File: config.mk
export PLATFORM = sky130hd
export DESIGN_NAME = serial_mem_cmd
export DESIGN_NICKNAME = d
export VERILOG_FILES = /design/src/rtl/serial_mem_pkg.sv /design/src/rtl/serial_mem_cmd.sv
export SDC_FILE = /design/constraint.sdc
export NUM_CORES = 2
export LEC_CHECK = 0
export BUFFER_PORTS_ARGS = -buffer_cell sky130_fd_sc_hd__buf_4
export CAP_MARGIN = 20
export CELL_PAD_IN_SITES_DETAIL_PLACEMENT = 0
export CELL_PAD_IN_SITES_GLOBAL_PLACEMENT = 2
export CORE_AREA = 3 3 749 379
export CTS_BUF_LIST = sky130_fd_sc_hd__clkbuf_16
export DETAILED_ROUTE_END_ITERATION = 6
export DIE_AREA = 0 0 752 382
export PLACE_DENSITY_LB_ADDON = 0.3
export SLEW_MARGIN = 40
export SYNTH_ARGS = -nofsm -noshare
export SYNTH_HDL_FRONTEND = slang
export SYNTH_SLANG_ARGS = --single-unit
File: constraint.sdc
create_clock -name i_clk -period 3.45 [get_ports i_clk]
set_clock_uncertainty 0.15 [all_clocks]
set_input_delay 0.1725 -clock i_clk [delete_from_list [all_inputs] [get_ports i_clk]]
set_output_delay 0.1725 -clock i_clk [all_outputs]
set_load 0.005 [all_outputs]
File: src/rtl/serial_mem_pkg.sv
package serial_mem_pkg;

   // ==========================================================================
   // Instruction codes
   localparam logic [7:0] OP_WRITE_ENABLE  = 8'h06;
   localparam logic [7:0] OP_STATUS_READ   = 8'h05;
   localparam logic [7:0] OP_STATUS_WRITE  = 8'h01;
   localparam logic [7:0] OP_READ          = 8'h03;
   localparam logic [7:0] OP_FAST_READ     = 8'h0B;
   localparam logic [7:0] OP_TWO_LINE      = 8'h3B;
   localparam logic [7:0] OP_FOUR_LINE     = 8'h6B;
   localparam logic [7:0] OP_ERASE         = 8'hC7;

   // ==========================================================================
   // Status byte layout: [7] lock, [6] top/bottom, [5:2] block protect, [1] latch, [0] busy
   localparam int unsigned SR_WIP          = 0;
   localparam int unsigned SR_WEL          = 1;
   localparam int unsigned SR_LOCK         = 7;
   localparam logic [7:0]  SR_BP_MASK      = 8'h3C;
   localparam logic [7:0]  SR_KEEP_MASK    = 8'h03;
   localparam logic [7:0]  SR_RESET        = 8'h00;

   // ==========================================================================
   // Register map, byte addresses
   localparam logic [7:0]  REG_STATUS      = 8'h00;
   localparam logic [7:0]  REG_BUSY_LEN    = 8'h04;
   localparam logic [7:0]  REG_MEM_ADDR    = 8'h08;
   localparam logic [7:0]  REG_MEM_DATA    = 8'h0C;

   // ==========================================================================
   // Bit counts and pin patterns
   localparam logic [4:0]  CMD_LAST        = 5'h07;
   localparam logic [4:0]  ADDR_LAST       = 5'h17;
   localparam logic [4:0]  DUMMY_LAST      = 5'h07;
   localparam logic [4:0]  DATA_BITS       = 5'h08;
   localparam logic [4:0]  CNT_MAX         = 5'h1F;
   localparam logic [3:0]  BYTE_BITS       = 4'h8;
   localparam logic [3:0]  W_ONE           = 4'h1;
   localparam logic [3:0]  W_TWO           = 4'h2;
   localparam logic [3:0]  W_FOUR          = 4'h4;
   localparam logic [3:0]  OE_NONE         = 4'hF;
   localparam logic [3:0]  OE_ONE          = 4'hD;
   localparam logic [3:0]  OE_TWO          = 4'hC;
   localparam logic [3:0]  OE_FOUR         = 4'h0;
   localparam logic [2:0]  SYNC_HIGH       = 3'h7;
   localparam logic [7:0]  ERASED_BYTE     = 8'hFF;
   localparam logic [15:0] BUSY_ONE        = 16'h0001;

   typedef enum logic [3:0] {PH_IDLE, PH_CMD, PH_ADDR, PH_DUMMY, PH_DATA, PH_STAT,
                             PH_STATUS_WRITE_CMD, PH_ERASE, PH_IGNORE} phase_t;
   typedef enum logic [1:0] {LN_ONE, LN_TWO, LN_FOUR} lanes_t;

   typedef struct packed {
      logic [2:0]  sclk_s;
      logic [2:0]  cs_s;
      logic [1:0]  io0_s;
      logic [1:0]  io2_s;
      phase_t      phase;
      lanes_t      lanes;
      logic        dummy;
      logic        quad_txn;
      logic [4:0]  cnt;
      logic [7:0]  sh;
      logic [23:0] addr;
      logic [7:0]  out_sh;
      logic [3:0]  bitcnt;
      logic [7:0]  status;
      logic        wp_eff;
      logic        hw_protect_mode;
      logic [15:0] timer;
      logic [15:0] busy_len;
      logic        erase_go;
      logic [15:0] mem_addr;
      logic        wb_ack;
      logic [31:0] wb_dat;
      logic [3:0]  io_out;
      logic [3:0]  io_oe_n;
   } state_t;

endpackage : serial_mem_pkg

File: src/rtl/serial_mem_cmd.sv
// Operation
// - Status write needs the write-enable latch set by an earlier write-enable command.
// - Status write never changes the two lowest status bits.
// - Status write runs only if select rises right after the eighth data bit.
// - Select rise after valid status write starts timed cycle; busy flag shows it.
// - End of the timed status write cycle clears the write-enable latch.
// - During a write cycle only status read is accepted; others ignored.
// - Hardware protect mode refuses every status write.
// - Lock bit 0: status write allowed whenever latch set, any protect pin level.
// - Lock bit 1 with protect pin high: status write allowed when latch set.
// - Lock bit 1 with protect pin low: hardware protect, status writes rejected.
// - In hardware protect the block-protect field cannot change.
// - Hardware protect whenever lock is 1 and pin low, either order.
// - Only the protect pin going high ends hardware protect.
// - Plain read: code, 24-bit address on rising edges, data on line 1 falling.
// - Reads advance address per byte and wrap to zero, endless while selected.
// - Select high ends a read at any point.
// - Reads during a busy cycle are rejected without disturbing it.
// - Fast, two-line and four-line reads take one dummy byte before data.
// - Two-line read drives lines 0 and 1, two bits per falling edge.
// - Four-line read drives lines 0 to 3, four bits per falling edge.
// - Four-line read code freezes the protect pin function for that transaction.
// - Full-array erase runs only when all block-protect bits are 0.
`timescale 1ns/10ps
module serial_mem_cmd
   import serial_mem_pkg::*;
#(
   parameter int          MEM_DEPTH   = 256,
   parameter logic [15:0] BUSY_CYCLES = 16'h03E8
) (
   input  wire logic        i_clk,
   input  wire logic        i_resetn,
   input  wire logic        i_wb_cyc,
   input  wire logic        i_wb_stb,
   input  wire logic        i_wb_we,
   input  wire logic [7:0]  i_wb_adr,
   input  wire logic [3:0]  i_wb_sel,
   input  wire logic [31:0] i_wb_dat,
   output logic      [31:0] o_wb_dat,
   output logic             o_wb_ack,
   input  wire logic        i_sclk,
   input  wire logic        i_cs_n,
   input  wire logic [3:0]  i_io,
   output logic      [3:0]  o_io,
   output logic      [3:0]  o_io_oe_n,
   output logic             o_hw_protect
);

   localparam int MEM_AW = $clog2(MEM_DEPTH);

   state_t                  st_ff;
   state_t                  nxt_st;
   logic [7:0]              mem [MEM_DEPTH];
   logic                    sclk_rise;
   logic                    sclk_fall;
   logic                    cs_rise;
   logic                    io0;
   logic                    wb_req;
   logic                    wb_mem_wr;
   logic [7:0]              mem_rd;
   logic [7:0]              wb_mem_rd;

   function automatic logic [3:0] lane_bits(input lanes_t l);
      case (l)
         LN_TWO:  lane_bits = W_TWO;
         LN_FOUR: lane_bits = W_FOUR;
         default: lane_bits = W_ONE;
      endcase
   endfunction : lane_bits

   function automatic logic [3:0] lane_oe(input lanes_t l);
      case (l)
         LN_TWO:  lane_oe = OE_TWO;
         LN_FOUR: lane_oe = OE_FOUR;
         default: lane_oe = OE_ONE;
      endcase
   endfunction : lane_oe

   function automatic logic [3:0] lane_val(input lanes_t l, input logic [7:0] b);
      case (l)
         LN_TWO:  lane_val = {2'h0, b[7], b[6]};
         LN_FOUR: lane_val = b[7:4];
         default: lane_val = {2'h0, b[7], 1'h0};
      endcase
   endfunction : lane_val

   // ==========================================================================
   // Edge detection on the synchronised link pins
   assign sclk_rise = st_ff.sclk_s[1] & ~st_ff.sclk_s[2];
   assign sclk_fall = ~st_ff.sclk_s[1] & st_ff.sclk_s[2];
   assign cs_rise   = st_ff.cs_s[1] & ~st_ff.cs_s[2];
   assign io0       = st_ff.io0_s[1];
   assign wb_req    = i_wb_cyc & i_wb_stb & ~st_ff.wb_ack;
   assign wb_mem_wr = wb_req & i_wb_we & (i_wb_adr == REG_MEM_DATA) & i_wb_sel[0];
   assign mem_rd    = mem[st_ff.addr[MEM_AW-1:0]];
   assign wb_mem_rd = mem[st_ff.mem_addr[MEM_AW-1:0]];

   // ==========================================================================
   // Next-state logic
   always_comb begin
      logic [7:0] nsh;
      logic [7:0] byte_now;
      nsh      = {st_ff.sh[6:0], io0};
      byte_now = '0;
      nxt_st   = st_ff;
      nxt_st.sclk_s   = {st_ff.sclk_s[1:0], i_sclk};
      nxt_st.cs_s     = {st_ff.cs_s[1:0], i_cs_n};
      nxt_st.io0_s    = {st_ff.io0_s[0], i_io[0]};
      nxt_st.io2_s    = {st_ff.io2_s[0], i_io[2]};
      nxt_st.erase_go = 1'b0;
      if (!st_ff.quad_txn) begin
         nxt_st.wp_eff = st_ff.io2_s[1];
      end

      if (st_ff.cs_s[1]) begin
         nxt_st.phase    = PH_IDLE;
         nxt_st.io_oe_n  = OE_NONE;
         nxt_st.quad_txn = 1'b0;
         if (cs_rise && st_ff.phase == PH_STATUS_WRITE_CMD && st_ff.cnt == DATA_BITS && !st_ff.hw_protect_mode &&
             st_ff.status[SR_WEL]) begin
            nxt_st.status = (st_ff.sh & ~SR_KEEP_MASK) | (st_ff.status & SR_KEEP_MASK);
            nxt_st.status[SR_WIP] = 1'b1;
            nxt_st.timer  = st_ff.busy_len;
         end
         if (cs_rise && st_ff.phase == PH_ERASE && st_ff.cnt == '0 &&
             (st_ff.status & SR_BP_MASK) == '0 && st_ff.status[SR_WEL]) begin
            nxt_st.erase_go       = 1'b1;
            nxt_st.status[SR_WIP] = 1'b1;
            nxt_st.timer          = st_ff.busy_len;
         end
      end else begin
         case (st_ff.phase)
            PH_IDLE: begin
               nxt_st.phase = PH_CMD;
               nxt_st.cnt   = '0;
            end
            PH_CMD: begin
               if (sclk_rise) begin
                  nxt_st.sh  = nsh;
                  nxt_st.cnt = 5'(st_ff.cnt + 5'h01);
                  if (st_ff.cnt == CMD_LAST) begin
                     nxt_st.cnt    = '0;
                     nxt_st.bitcnt = '0;
                     nxt_st.lanes  = LN_ONE;
                     nxt_st.dummy  = 1'b1;
                     nxt_st.phase  = PH_IGNORE;
                     if (st_ff.status[SR_WIP] && nsh != OP_STATUS_READ) begin
                        nxt_st.phase = PH_IGNORE;
                     end else begin
                        case (nsh)
                           OP_WRITE_ENABLE: nxt_st.status[SR_WEL] = 1'b1;
                           OP_STATUS_READ:  nxt_st.phase = PH_STAT;
                           OP_STATUS_WRITE: begin
                              if (st_ff.status[SR_WEL] && !st_ff.hw_protect_mode) begin
                                 nxt_st.phase = PH_STATUS_WRITE_CMD;
                              end
                           end
                           OP_READ: begin
                              nxt_st.phase = PH_ADDR;
                              nxt_st.dummy = 1'b0;
                           end
                           OP_FAST_READ: nxt_st.phase = PH_ADDR;
                           OP_TWO_LINE: begin
                              nxt_st.phase = PH_ADDR;
                              nxt_st.lanes = LN_TWO;
                           end
                           OP_FOUR_LINE: begin
                              nxt_st.phase    = PH_ADDR;
                              nxt_st.lanes    = LN_FOUR;
                              nxt_st.quad_txn = 1'b1;
                           end
                           OP_ERASE: begin
                              if ((st_ff.status & SR_BP_MASK) == '0 && st_ff.status[SR_WEL]) begin
                                 nxt_st.phase = PH_ERASE;
                              end
                           end
                           default: nxt_st.phase = PH_IGNORE;
                        endcase
                     end
                  end
               end
            end
            PH_ADDR: begin
               if (sclk_rise) begin
                  nxt_st.addr = {st_ff.addr[22:0], io0};
                  nxt_st.cnt  = 5'(st_ff.cnt + 5'h01);
                  if (st_ff.cnt == ADDR_LAST) begin
                     nxt_st.cnt   = '0;
                     nxt_st.phase = st_ff.dummy ? PH_DUMMY : PH_DATA;
                  end
               end
            end
            PH_DUMMY: begin
               if (sclk_rise) begin
                  nxt_st.cnt = 5'(st_ff.cnt + 5'h01);
                  if (st_ff.cnt == DUMMY_LAST) begin
                     nxt_st.cnt   = '0;
                     nxt_st.phase = PH_DATA;
                  end
               end
            end
            PH_STATUS_WRITE_CMD, PH_ERASE: begin
               if (sclk_rise) begin
                  nxt_st.sh = nsh;
                  if (st_ff.cnt != CNT_MAX) begin
                     nxt_st.cnt = 5'(st_ff.cnt + 5'h01);
                  end
               end
            end
            PH_DATA, PH_STAT: begin
               if (sclk_fall) begin
                  if (st_ff.bitcnt == '0) begin
                     byte_now = (st_ff.phase == PH_STAT) ? st_ff.status : mem_rd;
                     if (st_ff.phase == PH_DATA) begin
                        nxt_st.addr = 24'(st_ff.addr + 24'h000001);
                     end
                     nxt_st.bitcnt = 4'(BYTE_BITS - lane_bits(st_ff.lanes));
                  end else begin
                     byte_now      = st_ff.out_sh;
                     nxt_st.bitcnt = 4'(st_ff.bitcnt - lane_bits(st_ff.lanes));
                  end
                  nxt_st.io_out  = lane_val(st_ff.lanes, byte_now);
                  nxt_st.io_oe_n = lane_oe(st_ff.lanes);
                  nxt_st.out_sh  = 8'(byte_now << lane_bits(st_ff.lanes));
               end
            end
            PH_IGNORE: nxt_st.phase = PH_IGNORE;
            default:   nxt_st.phase = PH_IGNORE;
         endcase
      end

      if (st_ff.status[SR_WIP]) begin
         if (st_ff.timer <= BUSY_ONE) begin
            nxt_st.status[SR_WIP] = 1'b0;
            nxt_st.status[SR_WEL] = 1'b0;
         end else begin
            nxt_st.timer = 16'(st_ff.timer - BUSY_ONE);
         end
      end
      nxt_st.hw_protect_mode = nxt_st.status[SR_LOCK] & ~nxt_st.wp_eff;

      // =======================================================================
      // Register bus slave
      nxt_st.wb_ack = wb_req;
      if (wb_req) begin
         case (i_wb_adr)
            REG_STATUS:   nxt_st.wb_dat = {22'h0, st_ff.wp_eff, st_ff.hw_protect_mode, st_ff.status};
            REG_BUSY_LEN: nxt_st.wb_dat = {16'h0, st_ff.busy_len};
            REG_MEM_ADDR: nxt_st.wb_dat = {16'h0, st_ff.mem_addr};
            REG_MEM_DATA: nxt_st.wb_dat = {24'h0, wb_mem_rd};
            default:      nxt_st.wb_dat = '0;
         endcase
         if (i_wb_we && i_wb_adr == REG_BUSY_LEN) begin
            if (i_wb_sel[0]) nxt_st.busy_len[7:0]  = i_wb_dat[7:0];
            if (i_wb_sel[1]) nxt_st.busy_len[15:8] = i_wb_dat[15:8];
         end
         if (i_wb_we && i_wb_adr == REG_MEM_ADDR) begin
            if (i_wb_sel[0]) nxt_st.mem_addr[7:0]  = i_wb_dat[7:0];
            if (i_wb_sel[1]) nxt_st.mem_addr[15:8] = i_wb_dat[15:8];
         end
      end
   end

   always_ff @(posedge i_clk) begin
      if (!i_resetn) begin
         st_ff          <= '0;
         st_ff.cs_s     <= SYNC_HIGH;
         st_ff.io2_s    <= 2'h3;
         st_ff.status   <= SR_RESET;
         st_ff.wp_eff   <= 1'b1;
         st_ff.busy_len <= BUSY_CYCLES;
         st_ff.io_oe_n  <= OE_NONE;
      end else begin
         st_ff <= nxt_st;
      end
   end

   // ==========================================================================
   // Memory array: register bus loads bytes, a full erase sets every byte.
   always_ff @(posedge i_clk) begin
      if (st_ff.erase_go) begin
         for (int i = 0; i < MEM_DEPTH; i++) begin
            mem[i] <= ERASED_BYTE;
         end
      end else if (wb_mem_wr) begin
         mem[st_ff.mem_addr[MEM_AW-1:0]] <= i_wb_dat[7:0];
      end
   end

   assign o_wb_dat     = st_ff.wb_dat;
   assign o_wb_ack     = st_ff.wb_ack;
   assign o_io         = st_ff.io_out;
   assign o_io_oe_n    = st_ff.io_oe_n;
   assign o_hw_protect = st_ff.hw_protect_mode;

   function automatic logic [7:0] nsh_chk();
      nsh_chk = {st_ff.sh[6:0], io0};
   endfunction : nsh_chk
endmodule : serial_mem_cmd

Word level (Yosys, flattened, before mapping)
Memories as Yosys holds them, arrays and structs flattened. A register that Yosys moved wholly into a read port is not among the register bits.
Cells that the tools add are included.
{ "totals": {"in_bits": 55, "ramBits": 2048, "reg_bits": 167, "memories": 1} }
{ "memory_table": {"columns": ["name", "depth", "word_bits", "rd", "rd_ports_with_merged_regs", "write_ports", "line", "source"], "rows": [
  ["mem", 256, 8, 2, 2, 256, "serial_mem_cmd.sv:53", "logic [7:0] mem [MEM_DEPTH];"]
]} }
{ "classes": {"magnitude_cmp": 1, "muxes": 84, "n_addsub": 5, "n_reduce_logical": 44, "eq_ne": 36, "n_bitwise": 19, "shifts": 1} }
{ "op_table": {"columns": ["operator", "n"], "rows": [
  ["$mux W8", 12],
  ["$mux W4", 22],
  ["$mux W16", 5],
  ["$mux W24", 3],
  ["$pmux W16 S4", 1],
  ["$pmux W24 S2", 1],
  ["$mux W36", 1],
  ["$mux W13", 2],
  ["$mux W5", 5],
  ["$pmux W5 S5", 1],
  ["$add A24 B1 Y24 const B", 1],
  ["$eq A8 B3 Y1 const B", 3],
  ["$eq A8 B4 Y1 const B", 3],
  ["$pmux W4 S2", 3],
  ["$ne A2 B2 Y1 const B", 11],
  ["$mux W21", 1],
  ["$pmux W4 S5", 1],
  ["$mux W1", 18],
  ["$eq A4 B3 Y1 const B", 4],
  ["$le A16 B1 Y1 const B", 1],
  ["$logic_not A8 Y1", 2],
  ["$pmux W4 S4", 1],
  ["$pmux W8 S2", 1],
  ["$sub A16 B1 Y16 const B", 1],
  ["other kinds (41)", 86]
]} }

Depth between registers and ports, before layout
{ "logic_depth": {"word_depth": 12, "depth_mapped": 15} }

Worst setup path after synthesis
OpenSTA, ideal clock, no wires.
{ "synth_timing": {"path_type": "register to register", "startpoint": "register with a tool-made name", "endpoint": "register st_ff, in the netlist o_wb_dat[7]", "path_buffers": 2, "arrival_ns": 2.993, "path_slack_ns": 0.172, "path_stages_with_launch": 9, "setup_time_ns": 0.136, "required_time_ns": 3.164, "cell_sequence": "dfxtp_1 buf_2 clkbuf_1 mux4_2 mux4_2 mux4_2 mux4_2 nand2_1 a31oi_1"} }
{ "synth_rtl": {"columns": ["item", "line", "source"], "rows": [
  ["end signal: assignment", "serial_mem_cmd.sv:274", "st_ff <= nxt_st;"],
  ["end: declaration", "serial_mem_cmd.sv:51", "state_t st_ff;"]
]} }

==> impl_metrics.csv <==
group,metric,value,unit
routing,drt-initial-drc-count,13416,
floorplanning,die_w,752,um
synthesis,synth_edf_count,2048,
cts,cts.reportedPaths.clkPinSlew,0.06,ns
synthesis,synth.avg_cell_area,14.5,um2
routing,top_layer,"met5",
cts,tritoncts,"yes",
power,cellLeakagePower,41.1,nW
cts,htree_levels,4,
worst_setup_path,cp.required,4.06,ns
routing,wirelength,463,mm
worst_setup_path,crit_type,"reg2reg",
power,power_density,379,nW/um2
power,power.total,53.5,mW
layout,final_util,0.508,
power,p_int,42.0,mW
synthesis,syn-cell-area,119000,um2
worst_hold_path,hold_path_class,"in2reg",
layout,syn2layout_area_growth,18.3,%
sta,clock.fmax,0.254,GHz
sta,finalCriticalPeriod,3.94,ns
outcome,status,"complete, but fails checks",
run,cap_viol_max_count,0,
cts,cts_num_sinks,2198,
worst_setup_path,critPathMaxFanout,7,
placed_design,port_buffers,60,
power,p_sw_frac,0.214,
routing,detail-route-antenna-nets,0,
sta,slew_headroom,0.342,
layout,fin_nets,8737,
routing,met1_length,182,mm
global_routing,grt_pass1_wl,644,mm
worst_setup_path,startpoint_type,"register",
cts,clockBufferDepth,4,
floorplanning,die_h,382,um
layout,fin_area,141000,um2
floorplanning,num_rows,137,
cts,numCtsBuffers,217,
sta,finalCritPeriodShare,1.14,
global_routing,antenna_found_initial,41,
power,seqPwrFrac,0.536,
sta,setup_ws,-0.493,ns
layout,fillers,23140,
cts,cts-root-buf,"clkbuf_16",
floorplanning,core,278000,um2
sta,tightest_slew,0.987,ns
synthesis,ys_seq_area_frac,0.541,
routing,met2_length,199,mm
sta,slew_violations,0,
sta,grt_setup_unrepaired,"true",
global_routing,grt_start_max_net_pins,145,
power,p_switching,11.5,mW
routing,drc,0,
cts,clk_latency,0.92,ns
synthesis,ys_ff_latch,2198,
global_routing,overflow,0,
synthesis,syn_inst,8218,
routing,vias,84617,
synthesis,ys.flop_type,"edfxtp_1",
placed_design,dp_hpwl,320,mm
power,vdd_drop_max,0.000411,V
routing,vias_per_cell,6.69,
synthesis,yosysWarnings,0,
worst_hold_path,min_from,"i_resetn",
floorplanning,io_pins,97,
synthesis,async_flop_share,0,
power,combinationalPowerShare,0.013,
routing,firstDrtPassIters,6,
power,p_clk_frac,0.451,
placed_design,gp_congestion,0.968,
placed_design,place_area,131000,um2
routing,wl_per_cell,36.6,um
synthesis,ys_types,77,
sta,setup_violations,20,
layout,regArea,64500,um2
layout,multi_input_area,51000,um2
global_routing,grt_pass1_vias,81634,
global_routing,grtUsageTotal,0.317,
worst_setup_path,cp-end-kind,"register",
layout,drive_gt1_frac,0.338,
floorplanning,die_area,287000,um2
outcome,violations,"negative setup slack",
worst_setup_path,crit_arrival,4.55,ns
routing,wl_met3,67.5,mm
sta,finalHoldViolCount,0,
floorplanning,start_util,0.429,
==> stage by stage <==
stage               setup slack [ns]  setup TNS [ns]  hold WS, ns  instances
global placement               -2.24          -17.71        0.215      12071
CTS                           -0.404           -6.15       0.0453      12575
detailed placement            -0.983          -13.01        0.213      12072
global route                  -0.542           -8.47       0.0996      12601
finish                        -0.493           -8.06       0.0955      12650
floorplan                      0.172               0        0.124       8233
==> layer usage <==
metal,GRT usage,vias to the layer above
li1,-,34130
met1,0.455,44172
met2,0.457,5580
met3,0.114,717
met4,0.0860,18
met5,0,-
==> final timing paths <==
path | endpoint | slack (ns) | cells past startpoint
max | o_wb_dat[1] | -0.49 | 10
min | o_io_oe_n[1] | 0.1 | 5
max reg2reg | o_wb_dat[1] | -0.49 | 10
min reg2reg | io0 | 0.26 | 1
==> what timing repair did <==
action / in CTS / in global routing
setup endpoints to repair: 20 / 85
endpoints found under the hold margin: 560 / 5
setup buffers: 53 / 29
resized for setup: 195 / 70
hold buffers: 50 / 2
gates cloned: 10 / 3
pin swaps: 49 / 45
==> cells in the mapped netlist, drive strengths merged (5+ instances only) <==
| library cell | count | area [um2] |
|---|---|---|
| or3b | 10 | 87.6 |
| nand2b | 33 | 206 |
| o41ai | 6 | 52.6 |
| a22oi | 96 | 721 |
| or4 | 7 | 52.6 |
| nor2 | 176 | 661 |
| o2111ai | 5 | 43.8 |
| and3 | 15 | 93.8 |
| ha | 13 | 163 |
| a221oi | 10 | 87.6 |
| a211o | 7 | 61.3 |
| or2 | 7 | 43.8 |
| nand3 | 51 | 255 |
| o2bb2ai | 5 | 43.8 |
| o21ai | 58 | 290 |
| and2 | 16 | 100 |
| a311oi | 6 | 52.6 |
| or3 | 2058 | 12900 |
| mux4 | 1154 | 26000 |
| nor2b | 37 | 231 |
| dfxtp | 150 | 3000 |
| mux2 | 28 | 315 |
| clkbuf | 894 | 3360 |
| nand3b | 15 | 113 |
| edfxtp | 2048 | 61500 |
| a211oi | 25 | 188 |
| a21oi | 113 | 566 |
| inv | 21 | 78.8 |
| nand2 | 151 | 567 |
| a22o | 5 | 43.8 |
| nor3 | 54 | 270 |
| mux2i | 196 | 1960 |
| o311ai | 5 | 43.8 |
| o21bai | 256 | 1920 |
| buf | 267 | 1670 |
| nand4 | 14 | 87.6 |
| nor4 | 19 | 119 |
| a31oi | 21 | 131 |
| nor3b | 8 | 60.1 |
| o221ai | 8 | 70.1 |
| o31ai | 6 | 45.0 |
| o22ai | 71 | 444 |
| o211ai | 20 | 150 |
==> sequential cells by signal (all words and copies together), names as in the netlist, named ones only <==
name and count:
o_hw_protect 1, mem 2048, st_ff 102, o_io 4, o_wb_ack 1, nxt_st 6
o_io_oe_n 3, o_wb_dat 16, io0 1
==> power groups by stage <==
stage          sequential, mW  combinational (mW)  clock, mW
2_1_floorplan            29.3               0.328          0
3_3_place_gp             29.3               0.630          0
3_5_place_dp             29.3               0.636          0
4_1_cts                  28.7               0.679       24.3
5_1_grt                  28.7               0.722       25.3
6_report                 28.7               0.695       24.1
==> layout by cell type, fill, tap and decap left out, types with 27 or more instances in the layout <==
master / instances
a21oi_1: 105
a22oi_1: 86
buf_12: 199
buf_4: 1036
buf_6: 47
clkbuf_16: 226
clkinv_1: 60
clkinv_2: 35
dfxtp_1: 136
diode_2: 50
dlygate4sd3_1: 52
edfxtp_1: 2048
inv_1: 67
mux2_2: 27
mux2i_1: 182
mux4_2: 1154
nand2_1: 117
nand2b_1: 32
nand3_1: 36
nor2_1: 171
nor2b_1: 32
nor3_1: 50
o21ai_0: 48
o21bai_1: 255
o22ai_1: 57
or3_1: 2058
==> logic make-up (layout without fill, tap and decap cells) <==
| logic type | Yosys count | in the layout | synth area share |
|---|---|---|---|
| xor gates and xnor gates | 3 | 3 | 0.000220 |
| other | 1 | 66 | 0.0000314 |
| DFF | 2198 | 2198 | 0.541 |
| buffers and inverters | 1183 | 1797 | 0.0428 |
| muxes | 1378 | 1378 | 0.237 |
| AOI/OAI and AO/OA | 760 | 760 | 0.0443 |
| adders and majority gates | 14 | 14 | 0.00153 |
| and+or+nand+nor | 2681 | 2681 | 0.133 |
==> layout make-up <==
type                    instances  area share
inverters                      22    0.000594
clock buffers                 220      0.0390
repair buffers               1377      0.0979
well taps                    3753      0.0333
clock inverters               178     0.00981
flip-flops and latches       2198       0.457
multi-input cells            4852       0.361
diodes                         50    0.000887
==> worst max-delay path: stages (launching register included) <==
cell       delay [ns]
dfxtp_4          0.36
buf_12           0.15
buf_12           0.13
buf_16           0.18
clkbuf_16        0.18
mux4_2           0.52
mux4_2           0.71
mux4_2           0.57
mux4_2           0.61
nand2_2          0.11
a31oi_1          0.08
Power figures use the tool's default switching activity.
